==> src/logic/cebc_pkg.sv <==
// constants and carrier types for the channel enable and breaker block
package cebc_pkg;
    // register offsets on the serial register port
    localparam logic [7:0] CEBC_ADDR_RATIO = 8'h30;
    localparam logic [7:0] CEBC_ADDR_STATUS = 8'h32;
    localparam logic [7:0] CEBC_ADDR_ENABLE = 8'h3B;
    // reset values
    localparam logic [3:0] CEBC_RATIO_RESET = 4'hF;
    localparam logic [3:0] CEBC_ENABLE_RESET = 4'h0;
    localparam logic [7:0] CEBC_READ_ZERO = 8'h00;
    // field positions
    localparam int CEBC_EN_A_BIT = 0;
    localparam int CEBC_EN_B_BIT = 1;
    localparam int CEBC_ON_BIT = 0;
    localparam int CEBC_PROT_LSB = 6;
    localparam int CEBC_PROT_MSB = 7;
    // protection behaviour codes
    localparam logic [1:0] CEBC_PROT_ALERT = 2'h0;
    localparam logic [1:0] CEBC_PROT_PG = 2'h1;
    localparam logic [1:0] CEBC_PROT_SHUT = 2'h2;
    localparam logic [1:0] CEBC_PROT_NONE = 2'h3;
    // current-sense range codes and full scale, sense units of 0.1 mV
    localparam logic [1:0] CEBC_RNG_25 = 2'h2;
    localparam logic [1:0] CEBC_RNG_50 = 2'h1;
    localparam logic [1:0] CEBC_RNG_100 = 2'h0;
    localparam logic [11:0] CEBC_FS_25 = 12'h0FA;
    localparam logic [11:0] CEBC_FS_50 = 12'h1F4;
    localparam logic [11:0] CEBC_FS_100 = 12'h3E8;
    // fast threshold = fs * (LO_NUM*DAC_MAX + SPAN_NUM*dac) / (DEN*DAC_MAX): 40..100 %
    localparam logic [21:0] CEBC_DAC_MAX = 22'h0000FF;
    localparam logic [21:0] CEBC_LO_NUM = 22'h000002;
    localparam logic [21:0] CEBC_SPAN_NUM = 22'h000003;
    localparam logic [21:0] CEBC_DEN = 22'h000005;
    // fast-to-slow ratios in percent
    localparam logic [17:0] CEBC_PCT_UNIT = 18'h00064;
    localparam logic [17:0] CEBC_PCT_125 = 18'h0007D;
    localparam logic [17:0] CEBC_PCT_150 = 18'h00096;
    localparam logic [17:0] CEBC_PCT_175 = 18'h000AF;
    localparam logic [17:0] CEBC_PCT_200 = 18'h000C8;
    // slow-trip overdrive budget and leak, in 0.1 mV x cycles
    localparam logic [19:0] CEBC_SLOW_BUDGET = 20'h03E80;
    localparam logic [19:0] CEBC_SLOW_LEAK = 20'h00004;

    typedef struct packed {
        logic [7:0] addr;
        logic [7:0] data;
    } cebc_wr_type;

    typedef struct packed {
        logic undervoltage;
        logic overvoltage;
        logic warning;
    } cebc_volt_type;
endpackage : cebc_pkg

==> src/logic/cebc_trip_eval.sv <==
// fast-trip and slow-trip circuit-breaker comparators
`timescale 1ns/1ps
module cebc_trip_eval import cebc_pkg::*; #(
    parameter logic [19:0] SLOW_BUDGET = CEBC_SLOW_BUDGET
) (
    // clock and reset
    input wire logic clock,
    input wire logic rst_b,
    // settings
    input wire logic [7:0] dac_setting,
    input wire logic [1:0] range_sel,
    input wire logic [1:0] ratio_sel,
    // sensed current, 0.1 mV units
    input wire logic [11:0] sense_level,
    // trip results
    output logic trip_fast_q,
    output logic trip_slow_q
);
    logic [11:0] fs;
    logic [21:0] fast_wide;
    logic [11:0] fast_thr;
    logic [17:0] slow_wide;
    logic [11:0] slow_thr;
    logic [19:0] acc_q;
    logic [19:0] acc_d;
    logic [20:0] acc_sum;
    logic trip_fast_d;
    logic trip_slow_d;

    function automatic logic [17:0] ratio_pct(input logic [1:0] code);
        case (code)
            2'h0: ratio_pct = CEBC_PCT_125;
            2'h1: ratio_pct = CEBC_PCT_150;
            2'h2: ratio_pct = CEBC_PCT_175;
            default: ratio_pct = CEBC_PCT_200;
        endcase
    endfunction : ratio_pct

    always_comb begin
        case (range_sel)
            CEBC_RNG_25: fs = CEBC_FS_25;
            CEBC_RNG_50: fs = CEBC_FS_50;
            default: fs = CEBC_FS_100;
        endcase
        fast_wide = (22'(fs) * (CEBC_LO_NUM * CEBC_DAC_MAX + CEBC_SPAN_NUM * 22'(dac_setting)))
            / (CEBC_DEN * CEBC_DAC_MAX);
        fast_thr = fast_wide[11:0];
        slow_wide = (18'(fast_thr) * CEBC_PCT_UNIT) / ratio_pct(ratio_sel);
        slow_thr = slow_wide[11:0];
        // overdrive integrates, so a small brief excess leaks away before tripping
        acc_sum = 21'(acc_q) + 21'(sense_level - slow_thr);
        if (sense_level > slow_thr) begin
            acc_d = acc_sum[20] ? 20'hFFFFF : acc_sum[19:0];
        end else if (acc_q > CEBC_SLOW_LEAK) begin
            acc_d = acc_q - CEBC_SLOW_LEAK;
        end else begin
            acc_d = 20'h00000;
        end
        trip_slow_d = acc_d >= SLOW_BUDGET;
        trip_fast_d = sense_level > fast_thr;
    end

    always_ff @(posedge clock or negedge rst_b) begin
        if (!rst_b) begin
            acc_q <= 20'h00000;
            trip_fast_q <= 1'b0;
            trip_slow_q <= 1'b0;
        end else begin
            acc_q <= acc_d;
            trip_fast_q <= trip_fast_d;
            trip_slow_q <= trip_slow_d;
        end
    end

    fast_above_slow_a: assert property (@(posedge clock) disable iff (!rst_b)
        fast_thr > slow_thr || fast_thr == 12'h000)
        else $error("fast threshold not above slow threshold");
    fast_floor_a: assert property (@(posedge clock) disable iff (!rst_b)
        22'(fast_thr) * CEBC_DEN >= 22'(fs) * CEBC_LO_NUM - CEBC_DEN && fast_thr <= fs)
        else $error("fast threshold outside 40 to 100 percent");
    big_trip_a: assert property (@(posedge clock) disable iff (!rst_b)
        sense_level > fast_thr |=> trip_fast_q)
        else $error("fast trip missed");
endmodule : cebc_trip_eval

==> src/logic/cebc_channel_ctrl.sv <==
// register bank and on-off control for one hot-swap channel
//
// Function
// enable register: two writable enable bits
// status bit 0 shows on-input comparator
// protection 00: critical only raises alert
// protection 01: alert and power-good low
// protection 10: alert, power-good low, shutdown
// status register read-only, strap and on-input
// either threshold exceeded turns switch off
// fast threshold 40 to 100 percent
// three full-scale current-sense ranges
// slow threshold follows fast by ratio
// ratio register two-bit field, reset 0x0F
// slow-trip delay shrinks with overdrive
// ratio codes give 125 to 200 percent
// read-only bits ignore writes, read zero
`timescale 1ns/1ps
module cebc_channel_ctrl import cebc_pkg::*; #(
    parameter logic [19:0] SLOW_BUDGET = CEBC_SLOW_BUDGET
) (
    // clock and reset
    input wire logic clock,
    input wire logic rst_b,
    // register port from the serial interface
    input wire logic wr_en,
    input wire cebc_wr_type wr_req,
    input wire logic rd_en,
    input wire logic [7:0] rd_addr,
    output logic [7:0] rd_data_q,
    // pins and analog comparators, asynchronous
    input wire logic on_above_thr,
    input wire logic [1:0] prot_strap,
    input wire cebc_volt_type volt_crit,
    input wire cebc_volt_type volt_warn,
    input wire logic volt_ok,
    // threshold settings and sensed current, same clock
    input wire logic [7:0] dac_setting,
    input wire logic [1:0] range_sel,
    input wire logic [11:0] sense_level,
    // channel outputs
    output logic gate_on_q,
    output logic power_good_output_q,
    output logic alert_q,
    output logic fault_q
);
    logic [1:0] on_sync_q;
    logic [1:0] crit_sync_q;
    logic [1:0] warn_sync_q;
    logic [1:0] ok_sync_q;
    logic [1:0] prot_q;
    logic [1:0] prot_d;
    logic strap_taken_q;
    logic [3:0] strap_sync_q;
    logic [1:0] strap_age_q;
    logic [3:0] ratio_q;
    logic [3:0] ratio_d;
    logic [3:0] enable_q;
    logic [3:0] enable_d;
    logic [7:0] rd_data_d;
    logic latched_off_q;
    logic latched_off_d;
    logic gate_on_d;
    logic pg_d;
    logic alert_d;
    logic crit;
    logic trip_fast;
    logic trip_slow;
    logic channel_enable_a;
    logic channel_enable_b;

    assign crit = crit_sync_q[1];
    assign channel_enable_a = enable_q[CEBC_EN_A_BIT];
    assign channel_enable_b = enable_q[CEBC_EN_B_BIT];

    cebc_trip_eval #(.SLOW_BUDGET(SLOW_BUDGET)) u_trip (
        .clock(clock),
        .rst_b(rst_b),
        .dac_setting(dac_setting),
        .range_sel(range_sel),
        .ratio_sel(ratio_q[1:0]),
        .sense_level(sense_level),
        .trip_fast_q(trip_fast),
        .trip_slow_q(trip_slow)
    );

    // pin synchronisers; first stage read only by the second
    always_ff @(posedge clock or negedge rst_b) begin
        if (!rst_b) begin
            on_sync_q <= 2'h0;
            crit_sync_q <= 2'h0;
            warn_sync_q <= 2'h0;
            ok_sync_q <= 2'h0;
            strap_sync_q <= 4'h0;
            strap_age_q <= 2'h0;
        end else begin
            on_sync_q <= {on_sync_q[0], on_above_thr};
            strap_sync_q <= {strap_sync_q[1:0], prot_strap};
            strap_age_q <= {strap_age_q[0], 1'b1};
            crit_sync_q <= {crit_sync_q[0], volt_crit.undervoltage | volt_crit.overvoltage};
            warn_sync_q <= {warn_sync_q[0], |volt_warn};
            ok_sync_q <= {ok_sync_q[0], volt_ok};
        end
    end

    // register bank
    always_comb begin
        ratio_d = ratio_q;
        enable_d = enable_q;
        prot_d = prot_q;
        rd_data_d = rd_data_q;
        // strap is static; caught once it has crossed both flops, code 11 cannot occur
        if (!strap_taken_q) begin
            prot_d = (strap_sync_q[3:2] == CEBC_PROT_NONE) ? CEBC_PROT_SHUT
                : strap_sync_q[3:2];
        end
        // status offset and upper nibbles have no storage, writes fall away
        if (wr_en && wr_req.addr == CEBC_ADDR_RATIO) begin
            ratio_d = wr_req.data[3:0];
        end
        if (wr_en && wr_req.addr == CEBC_ADDR_ENABLE) begin
            enable_d = wr_req.data[3:0];
        end
        if (rd_en) begin
            case (rd_addr)
                CEBC_ADDR_RATIO: rd_data_d = {4'h0, ratio_q};
                CEBC_ADDR_STATUS: rd_data_d = {prot_q, 5'h00, on_sync_q[1]};
                CEBC_ADDR_ENABLE: rd_data_d = {4'h0, enable_q};
                default: rd_data_d = CEBC_READ_ZERO;
            endcase
        end
    end

    always_ff @(posedge clock or negedge rst_b) begin
        if (!rst_b) begin
            ratio_q <= CEBC_RATIO_RESET;
            enable_q <= CEBC_ENABLE_RESET;
            prot_q <= CEBC_PROT_ALERT;
            strap_taken_q <= 1'b0;
            rd_data_q <= CEBC_READ_ZERO;
        end else begin
            ratio_q <= ratio_d;
            enable_q <= enable_d;
            prot_q <= prot_d;
            strap_taken_q <= strap_age_q[1];
            rd_data_q <= rd_data_d;
        end
    end

    // channel on-off control
    always_comb begin
        latched_off_d = latched_off_q;
        // dropping enable a re-arms a latched shutdown
        if (!channel_enable_a) begin
            latched_off_d = 1'b0;
        end
        if (trip_fast || trip_slow) begin
            latched_off_d = 1'b1;
        end
        if (crit && prot_q == CEBC_PROT_SHUT && strap_taken_q) begin
            latched_off_d = 1'b1;
        end
        gate_on_d = channel_enable_a && channel_enable_b && on_sync_q[1] && !latched_off_d;
        pg_d = gate_on_d && ok_sync_q[1];
        if (crit && prot_q != CEBC_PROT_ALERT) begin
            pg_d = 1'b0;
        end
        alert_d = crit || warn_sync_q[1];
    end

    always_ff @(posedge clock or negedge rst_b) begin
        if (!rst_b) begin
            latched_off_q <= 1'b0;
            gate_on_q <= 1'b0;
            power_good_output_q <= 1'b0;
            alert_q <= 1'b0;
            fault_q <= 1'b0;
        end else begin
            latched_off_q <= latched_off_d;
            gate_on_q <= gate_on_d;
            power_good_output_q <= pg_d;
            alert_q <= alert_d;
            fault_q <= latched_off_d;
        end
    end

    enable_write_a: assert property (@(posedge clock) disable iff (!rst_b)
        wr_en && wr_req.addr == CEBC_ADDR_ENABLE |=> enable_q == $past(wr_req.data[3:0]))
        else $error("enable write not stored");
    status_ro_a: assert property (@(posedge clock) disable iff (!rst_b)
        wr_en && wr_req.addr == CEBC_ADDR_STATUS |=> $stable(enable_q) && $stable(ratio_q))
        else $error("status write changed state");
    on_status_a: assert property (@(posedge clock) disable iff (!rst_b)
        rd_en && rd_addr == CEBC_ADDR_STATUS |=> rd_data_q[CEBC_ON_BIT] == $past(on_sync_q[1])
            && rd_data_q[5:1] == 5'h00)
        else $error("status read wrong");
    ratio_upper_a: assert property (@(posedge clock) disable iff (!rst_b)
        rd_en && rd_addr == CEBC_ADDR_RATIO |=> rd_data_q[7:4] == 4'h0
            && rd_data_q[3:0] == $past(ratio_q))
        else $error("ratio read wrong");
    alert_only_a: assert property (@(posedge clock) disable iff (!rst_b)
        crit && prot_q == CEBC_PROT_ALERT && strap_taken_q && !trip_fast && !trip_slow
            && !latched_off_q |=> alert_q && !latched_off_q)
        else $error("critical with code 00 did more than alert");
    pg_drop_a: assert property (@(posedge clock) disable iff (!rst_b)
        crit && prot_q == CEBC_PROT_PG && strap_taken_q |=> alert_q && !power_good_output_q)
        else $error("critical with code 01 kept power good");
    crit_shut_a: assert property (@(posedge clock) disable iff (!rst_b)
        crit && prot_q == CEBC_PROT_SHUT && strap_taken_q |=> !gate_on_q ##1 !gate_on_q)
        else $error("critical with code 10 left channel on");
    trip_off_a: assert property (@(posedge clock) disable iff (!rst_b)
        trip_fast || trip_slow |=> !gate_on_q && fault_q)
        else $error("overcurrent did not turn switch off");
    prot_code_a: assert property (@(posedge clock) disable iff (!rst_b)
        prot_q != CEBC_PROT_NONE)
        else $error("protection code 11 seen");
    gate_needs_all_a: assert property (@(posedge clock) disable iff (!rst_b)
        gate_on_q |-> $past(channel_enable_a && channel_enable_b && on_sync_q[1]))
        else $error("gate on without both enables and on-input");
    unmapped_zero_a: assert property (@(posedge clock) disable iff (!rst_b)
        rd_en && rd_addr != CEBC_ADDR_RATIO && rd_addr != CEBC_ADDR_STATUS
            && rd_addr != CEBC_ADDR_ENABLE |=> rd_data_q == CEBC_READ_ZERO)
        else $error("unmapped read not zero");
endmodule : cebc_channel_ctrl

==> config.mk <==
export PLATFORM = sky130hd
export DESIGN_NAME = cebc_channel_ctrl
export DESIGN_NICKNAME = d
export VERILOG_FILES = /design/src/logic/cebc_pkg.sv /design/src/logic/cebc_trip_eval.sv /design/src/logic/cebc_channel_ctrl.sv
export SDC_FILE = /design/constraint.sdc
export NUM_CORES = 1
export LEC_CHECK = 0
export BUFFER_PORTS_ARGS = -buffer_cell sky130_fd_sc_hd__buf_2
export CAP_MARGIN = 20
export CORE_ASPECT_RATIO = 0.75
export CORE_MARGIN = 2
export CORE_UTILIZATION = 24
export CTS_CLUSTER_SIZE = 10
export DETAILED_ROUTE_END_ITERATION = 8
export PLACE_DENSITY_LB_ADDON = 0.3
export SYNTH_ARGS = -nofsm -noshare
export SYNTH_HDL_FRONTEND = slang
export SYNTH_SLANG_ARGS = --single-unit
==> constraint.sdc <==
create_clock -name clock -period 47.3 [get_ports clock]
set_clock_uncertainty 0.15 [all_clocks]
set_input_delay 9.46 -clock clock [delete_from_list [all_inputs] [get_ports clock]]
set_output_delay 9.46 -clock clock [all_outputs]
set_load 0.01 [all_outputs]
# Word level (Yosys, flattened, before mapping)
# Index checks and enable logic that the tools add are counted.
# Widths: inputs -> output; s select.
# totals
word_cells	69
reg_bits	59
out_inout_bits	12
input_bits	60
# op_classes
add_sub_neg	4
magnitude_cmp	4
mux	11
reduce_logical	15
div	2
bitwise_logic	1
multipliers	3
eq_ne	11
# ops
op	count
$mux 20	3
$pmux 8 s3	2
$eq 8x6->1 const B	5
$gt 12x12->1	2
$div 22x11->22 const B	1
$mul 10x22->22	1
$add 20x21->21	1
$ge 20x14->1 const B	1
$gt 20x3->1 const B	1
$pmux 10 s2	1
$sub 20x3->20 const B	1
$div 18x18->18	1
$mul 12x5->16 const B	1
$sub 12x12->13	1
$add 9x10->11 const A	1
$mul 2x8->10 const A	1
$logic_and 1x1->1	9
$eq 2x2->1 const B	4
$eq 2x1->1 const B	2
$mux 1	4
$reduce_or 3->1	1
$logic_not 2->1	1
$logic_or 1x1->1	2
$mux 2	1
other kinds (3)	3

# Logic depth before layout (Yosys ltp)
# logic_depth
ltp_word	11
depth_mapped	347
depth_no_buf	328

# Cells and area by module
# A second synthesis with hierarchy kept.
# unflattened
hier_cells	2867
area_unflattened_um2	21648.3
# by_module_without_submodules
mod	cells_each	area_per_inst_um2	n_inst	seq_area_each_um2
cebc_trip_eval	2770	20328.2	1	550.5
cebc_channel_ctrl	97	1320.0	1	880.8

# Worst setup path before layout
# No wires, ideal clock.
# synth_timing
path_type	input -> register
from	input dac_setting[1]
to	register u_trip.trip_slow_q
setup_ps	130
slack_ps	-23971
cell_stages	324
arrival_time_ps	70991
n_path_buf	16
cell_sequence	inv_1 -> ha_1 -> inv_1 -> ha_1 -> fa_1 -> a21o_1 -> a21oi_1 -> nor2b_1 -> o21a_1 -> nor2_1 -> xor2_1 -> nand2b_1 -> fa_1 -> inv_1 -> fa_1 -> fa_1 -> fa_1 -> ha_1 -> [288 not listed] -> a21oi_1 -> o21bai_1 -> a21oi_1 -> o21bai_1 -> a21oi_1 -> o21bai_1 -> a21oi_1 -> o21bai_1 -> a21oi_1 -> o21bai_1 -> a21oi_1 -> xnor2_1 -> clkbuf_1 -> o21ai_0 -> o31ai_1 -> or4_1 -> nor3_1 -> o21ai_0
# synth_between
elab_chain_len	11
# synth_rtl
item	line	source
start: declaration	cebc_channel_ctrl.sv:38	input wire logic [7:0] dac_setting,
$mul 2x8->10 (*)	cebc_trip_eval.sv:45	fast_wide = (22'(fs) * (CEBC_LO_NUM * CEBC_DAC_MAX + CEBC_SPAN_NUM * 22'(dac_setting)))
$add 9x10->11 (*)	cebc_trip_eval.sv:45	
$mul 10x22->22 (*)	cebc_trip_eval.sv:45	
$div 22x11->22 (*)	cebc_trip_eval.sv:46	/ (CEBC_DEN * CEBC_DAC_MAX);
$mul 12x5->16 (*)	cebc_trip_eval.sv:48	slow_wide = (18'(fast_thr) * CEBC_PCT_UNIT) / ratio_pct(ratio_sel);
$div 18x18->18 (*)	cebc_trip_eval.sv:48	
$sub 12x12->13	cebc_trip_eval.sv:51	acc_sum = 21'(acc_q) + 21'(sense_level - slow_thr);
$add 20x21->21	cebc_trip_eval.sv:51	
$mux 20	cebc_trip_eval.sv:53	acc_d = acc_sum[20] ? 20'hFFFFF : acc_sum[19:0];
$mux 20 (*)	cebc_trip_eval.sv:52	if (sense_level > slow_thr) begin
named net u_trip.acc_d[16]	cebc_trip_eval.sv:25	logic [19:0] acc_d;
$ge 20x14->1 (*)	cebc_trip_eval.sv:59	trip_slow_d = acc_d >= SLOW_BUDGET;
named net u_trip.trip_slow_d	cebc_trip_eval.sv:28	logic trip_slow_d;
end signal: assignment	cebc_trip_eval.sv:71	trip_slow_q <= trip_slow_d;
end: declaration	cebc_trip_eval.sv:17	output logic trip_slow_q
# Mark *: on every way through the listed nets, which the timed path passes. The rest lies on a longest branch.
# A chain may end at the register's enable or synchronous reset.

# Final worst setup path
# Ends and elaborated chain as after synthesis.

==> reports/metrics.cfg <==
[run_status]
outcome = finished, violations left
violations = setup timing

[critical_path]
cpMostUsedCell = o21a_1
end_kind = flip-flop
r2r_cells = 235
cp.required_ns = 47.36
timing.rr.end = u_trip.trip_slow_q
crit_type = input port to flip-flop
cp_slowest_cell = or4_4
r2r_start = ratio_q[1]
r2r_slack_ns = 7.11
slowest_delay_ns = 0.58
crit_family = compound AO/OA/AOI/OAI gates
cp-start-kind = input port
cp_max_fo = 7
crit_buf_inv = 41
arrival_ns = 65.51

[sta]
max_clock_freq_mhz = 15.3
whs_ns = 0.192
relSlewSlack = 0.450
min_period_ns = 65.45
rsz0062_at_grt = true
timing.final.ws_setup_ns = -18.15
worstMarginPinSlew_ns = 0.819
finalSetupTns_ns = -371.95
report.final.setup_viol = 21
post-route-period-util = 1.38
drv_slew = 0
finalHoldViolCount = 0

[global_routing]
antenna_found_initial = 8
gr-total-overflow = 0
grt_max_degree = 58
grt_use_total = 0.172
grt_pass1_wl_mm = 128
grt_pass1_vias = 24400

[floorplanning]
initial_core_util = 0.243
die_h_um = 260
rows = 93
pin_count = 72
die_area_um2 = 89800
die_w_um = 345
core-area_um2 = 86200

[drt]
drc_errors = 0
drtIter0Drc = 1591
drt-vias-per-instance = 4.81
totalWireLength_mm = 80.7
wl_per_cell_um = 15.3
final_antenna_net_count = 0
via_count = 25300
drtPass1Iterations = 7

[run]
timing.max_cap.violations = 0

[placement]
place_hpwl_mm = 63.5
dpl_cell_area_um2 = 31100
gp_congestion = 0.905
port_buffers = 64
dp.cells = 4906

[clocking]
root_buffer = clkbuf_16
clock_sinks = 57
cts_hold_buf = 0
cts_made_buffers = 9
clockBufferDepth = 2
cts_tree = yes
htreeDepth = 3
clock_latency_ns = 0.33
clk_pin_slew_ns = 0.06

[layout]
nets = 4524
design_area_um2 = 35800
layout-drive-gt1-share = 0.487
layout_commonest_cell = buf_4
syn2layout_area_growth_pct = 70.7
layout_common_cells = buf_4 (1,326), ha_1 (241), nor2_1 (215), inv_1 (198), nand2_1 (162)
layoutNonFillerInstCount = 5257
fill_cells = 8615

[logic_synthesis]
synth_seq_cells = 57
synth_edf_count = 0
yosys_most_used_dff = dfrtp_1
async_flop_share = 1.00
syn_area_um2 = 21000
yosysSeqAreaShare = 0.0682
post_synth.cell_area_avg_um2 = 7.70
synth_cells = 2726
ys_types = 148
yosys_warnings = 0

[min_path]
holdCritPathClass = flip-flop to flip-flop
hold_end = on_sync_q[1]
min_from = on_sync_q[0]
hold_depth = 0

sequential cells by signal, indices dropped and copies added, names as in the netlist:
signal / flops
u_trip.trip_fast_q: 1
strap_sync_q: 4
strap_age_q: 2
ratio_q: 4
crit_sync_q: 2
ok_sync_q: 2
prot_q: 2
alert_q: 1
rd_data_q: 6
on_sync_q: 2
enable_q: 4
warn_sync_q: 2
gate_on_q: 1
latched_off_q: 1
u_trip.acc_q: 20
u_trip.trip_slow_q: 1
power_good_output_q: 1
strap_taken_q: 1
cells by family after synthesis:
| family | after synthesis | synth area share |
|---|---|---|
| xor+xnor | 180 | 0.0769 |
| fa+ha+maj | 360 | 0.241 |
| flops | 57 | 0.0682 |
| simple gates | 882 | 0.215 |
| other cells | 2 | 0.000358 |
| buf+inv | 295 | 0.0606 |
| compound gates | 865 | 0.293 |
| mux | 85 | 0.0454 |
cell type report:
cell class / count / area, um2 / area share
multi-input cells: 2376 / 20900 / 0.583
repair buffers: 1439 / 10900 / 0.304
flip-flops and latches: 57 / 1430 / 0.0400
well taps: 1140 / 1430 / 0.0398
inverters: 225 / 880 / 0.0246
clock buffers: 10 / 239 / 0.00667
clock inverters: 6 / 43.8 / 0.00122
diodes: 4 / 10.0 / 0.000279
stage by stage:
| stage | utilization | setup slack, ns |
|---|---|---|
| global route | 0.415 | -21.27 |
| finish | 0.415 | -18.15 |
| global placement | 0.361 | -18.53 |
| detailed placement | 0.361 | -19.60 |
| floorplan | - | -18.74 |
| CTS | 0.397 | -17.17 |
timing repair:
item / in CTS / in global routing
gates resized for setup: 198 / 179
setup buffers: 244 / 94
cloned: 1 / 0
endpoints found under the setup margin: 21 / 21
pin swaps: 210 / 208
how the worst max path moves through the flow:
stage / start / depth (start not counted) / end / slack [ns]
floorplan: dac_setting[2] / 327 / u_trip.trip_slow_q / -18.74
global placement: dac_setting[2] / 317 / u_trip.trip_slow_q / -18.53
detailed placement: dac_setting[2] / 319 / u_trip.trip_slow_q / -19.60
CTS: dac_setting[2] / 315 / u_trip.trip_slow_q / -17.17
global route: dac_setting[1] / 324 / u_trip.trip_slow_q / -21.27
finish: dac_setting[1] / 321 / u_trip.trip_slow_q / -18.15
metal layers:
metal / track usage / vias up / wire, um
li1: - / 12800 / -
met2: 0.258 / 497 / 33000
met1: 0.270 / 11900 / 43200
met5: 0 / - / 37
met4: 0.0158 / 6 / 687
met3: 0.0166 / 51 / 3680
cell usage after synthesis, types with 8 or more instances:
| library cell | n | area [um2] |
|---|---|---|
| a2bb2oi_1 | 8 | 70.1 |
| clkbuf_1 | 30 | 113 |
| o211ai_1 | 28 | 210 |
| ha_1 | 281 | 3520 |
| a21oi_1 | 192 | 961 |
| or3_1 | 18 | 113 |
| o21a_1 | 97 | 728 |
| o22ai_1 | 14 | 87.6 |
| o21ai_0 | 134 | 671 |
| nor3_1 | 126 | 631 |
| a21o_1 | 57 | 428 |
| or4_1 | 11 | 82.6 |
| xor2_1 | 56 | 490 |
| a211oi_1 | 14 | 105 |
| a22oi_1 | 10 | 75.1 |
| nor2b_1 | 23 | 144 |
| mux2i_1 | 26 | 260 |
| o31ai_1 | 35 | 263 |
| or2_2 | 17 | 106 |
| a211o_1 | 12 | 105 |
| buf_4 | 14 | 105 |
| a31oi_1 | 25 | 156 |
| o2111ai_1 | 9 | 78.8 |
| dfrtp_1 | 53 | 1330 |
| buf_2 | 12 | 60.1 |
| nand2_1 | 178 | 668 |
| nor4_1 | 20 | 125 |
| and3_1 | 22 | 138 |
| xnor2_1 | 119 | 1040 |
| fa_1 | 75 | 1500 |
| nor2_1 | 239 | 897 |
| o21bai_1 | 34 | 255 |
| nand3_1 | 51 | 255 |
| inv_1 | 217 | 815 |
| mux2_2 | 47 | 529 |
| o21ai_1 | 26 | 130 |
| and2_1 | 29 | 181 |
| nand4_1 | 34 | 213 |
| nand2b_1 | 43 | 269 |
Power is not shown: default switching activity piles up to over one toggle a cycle in this logic, so the estimate is an artifact.
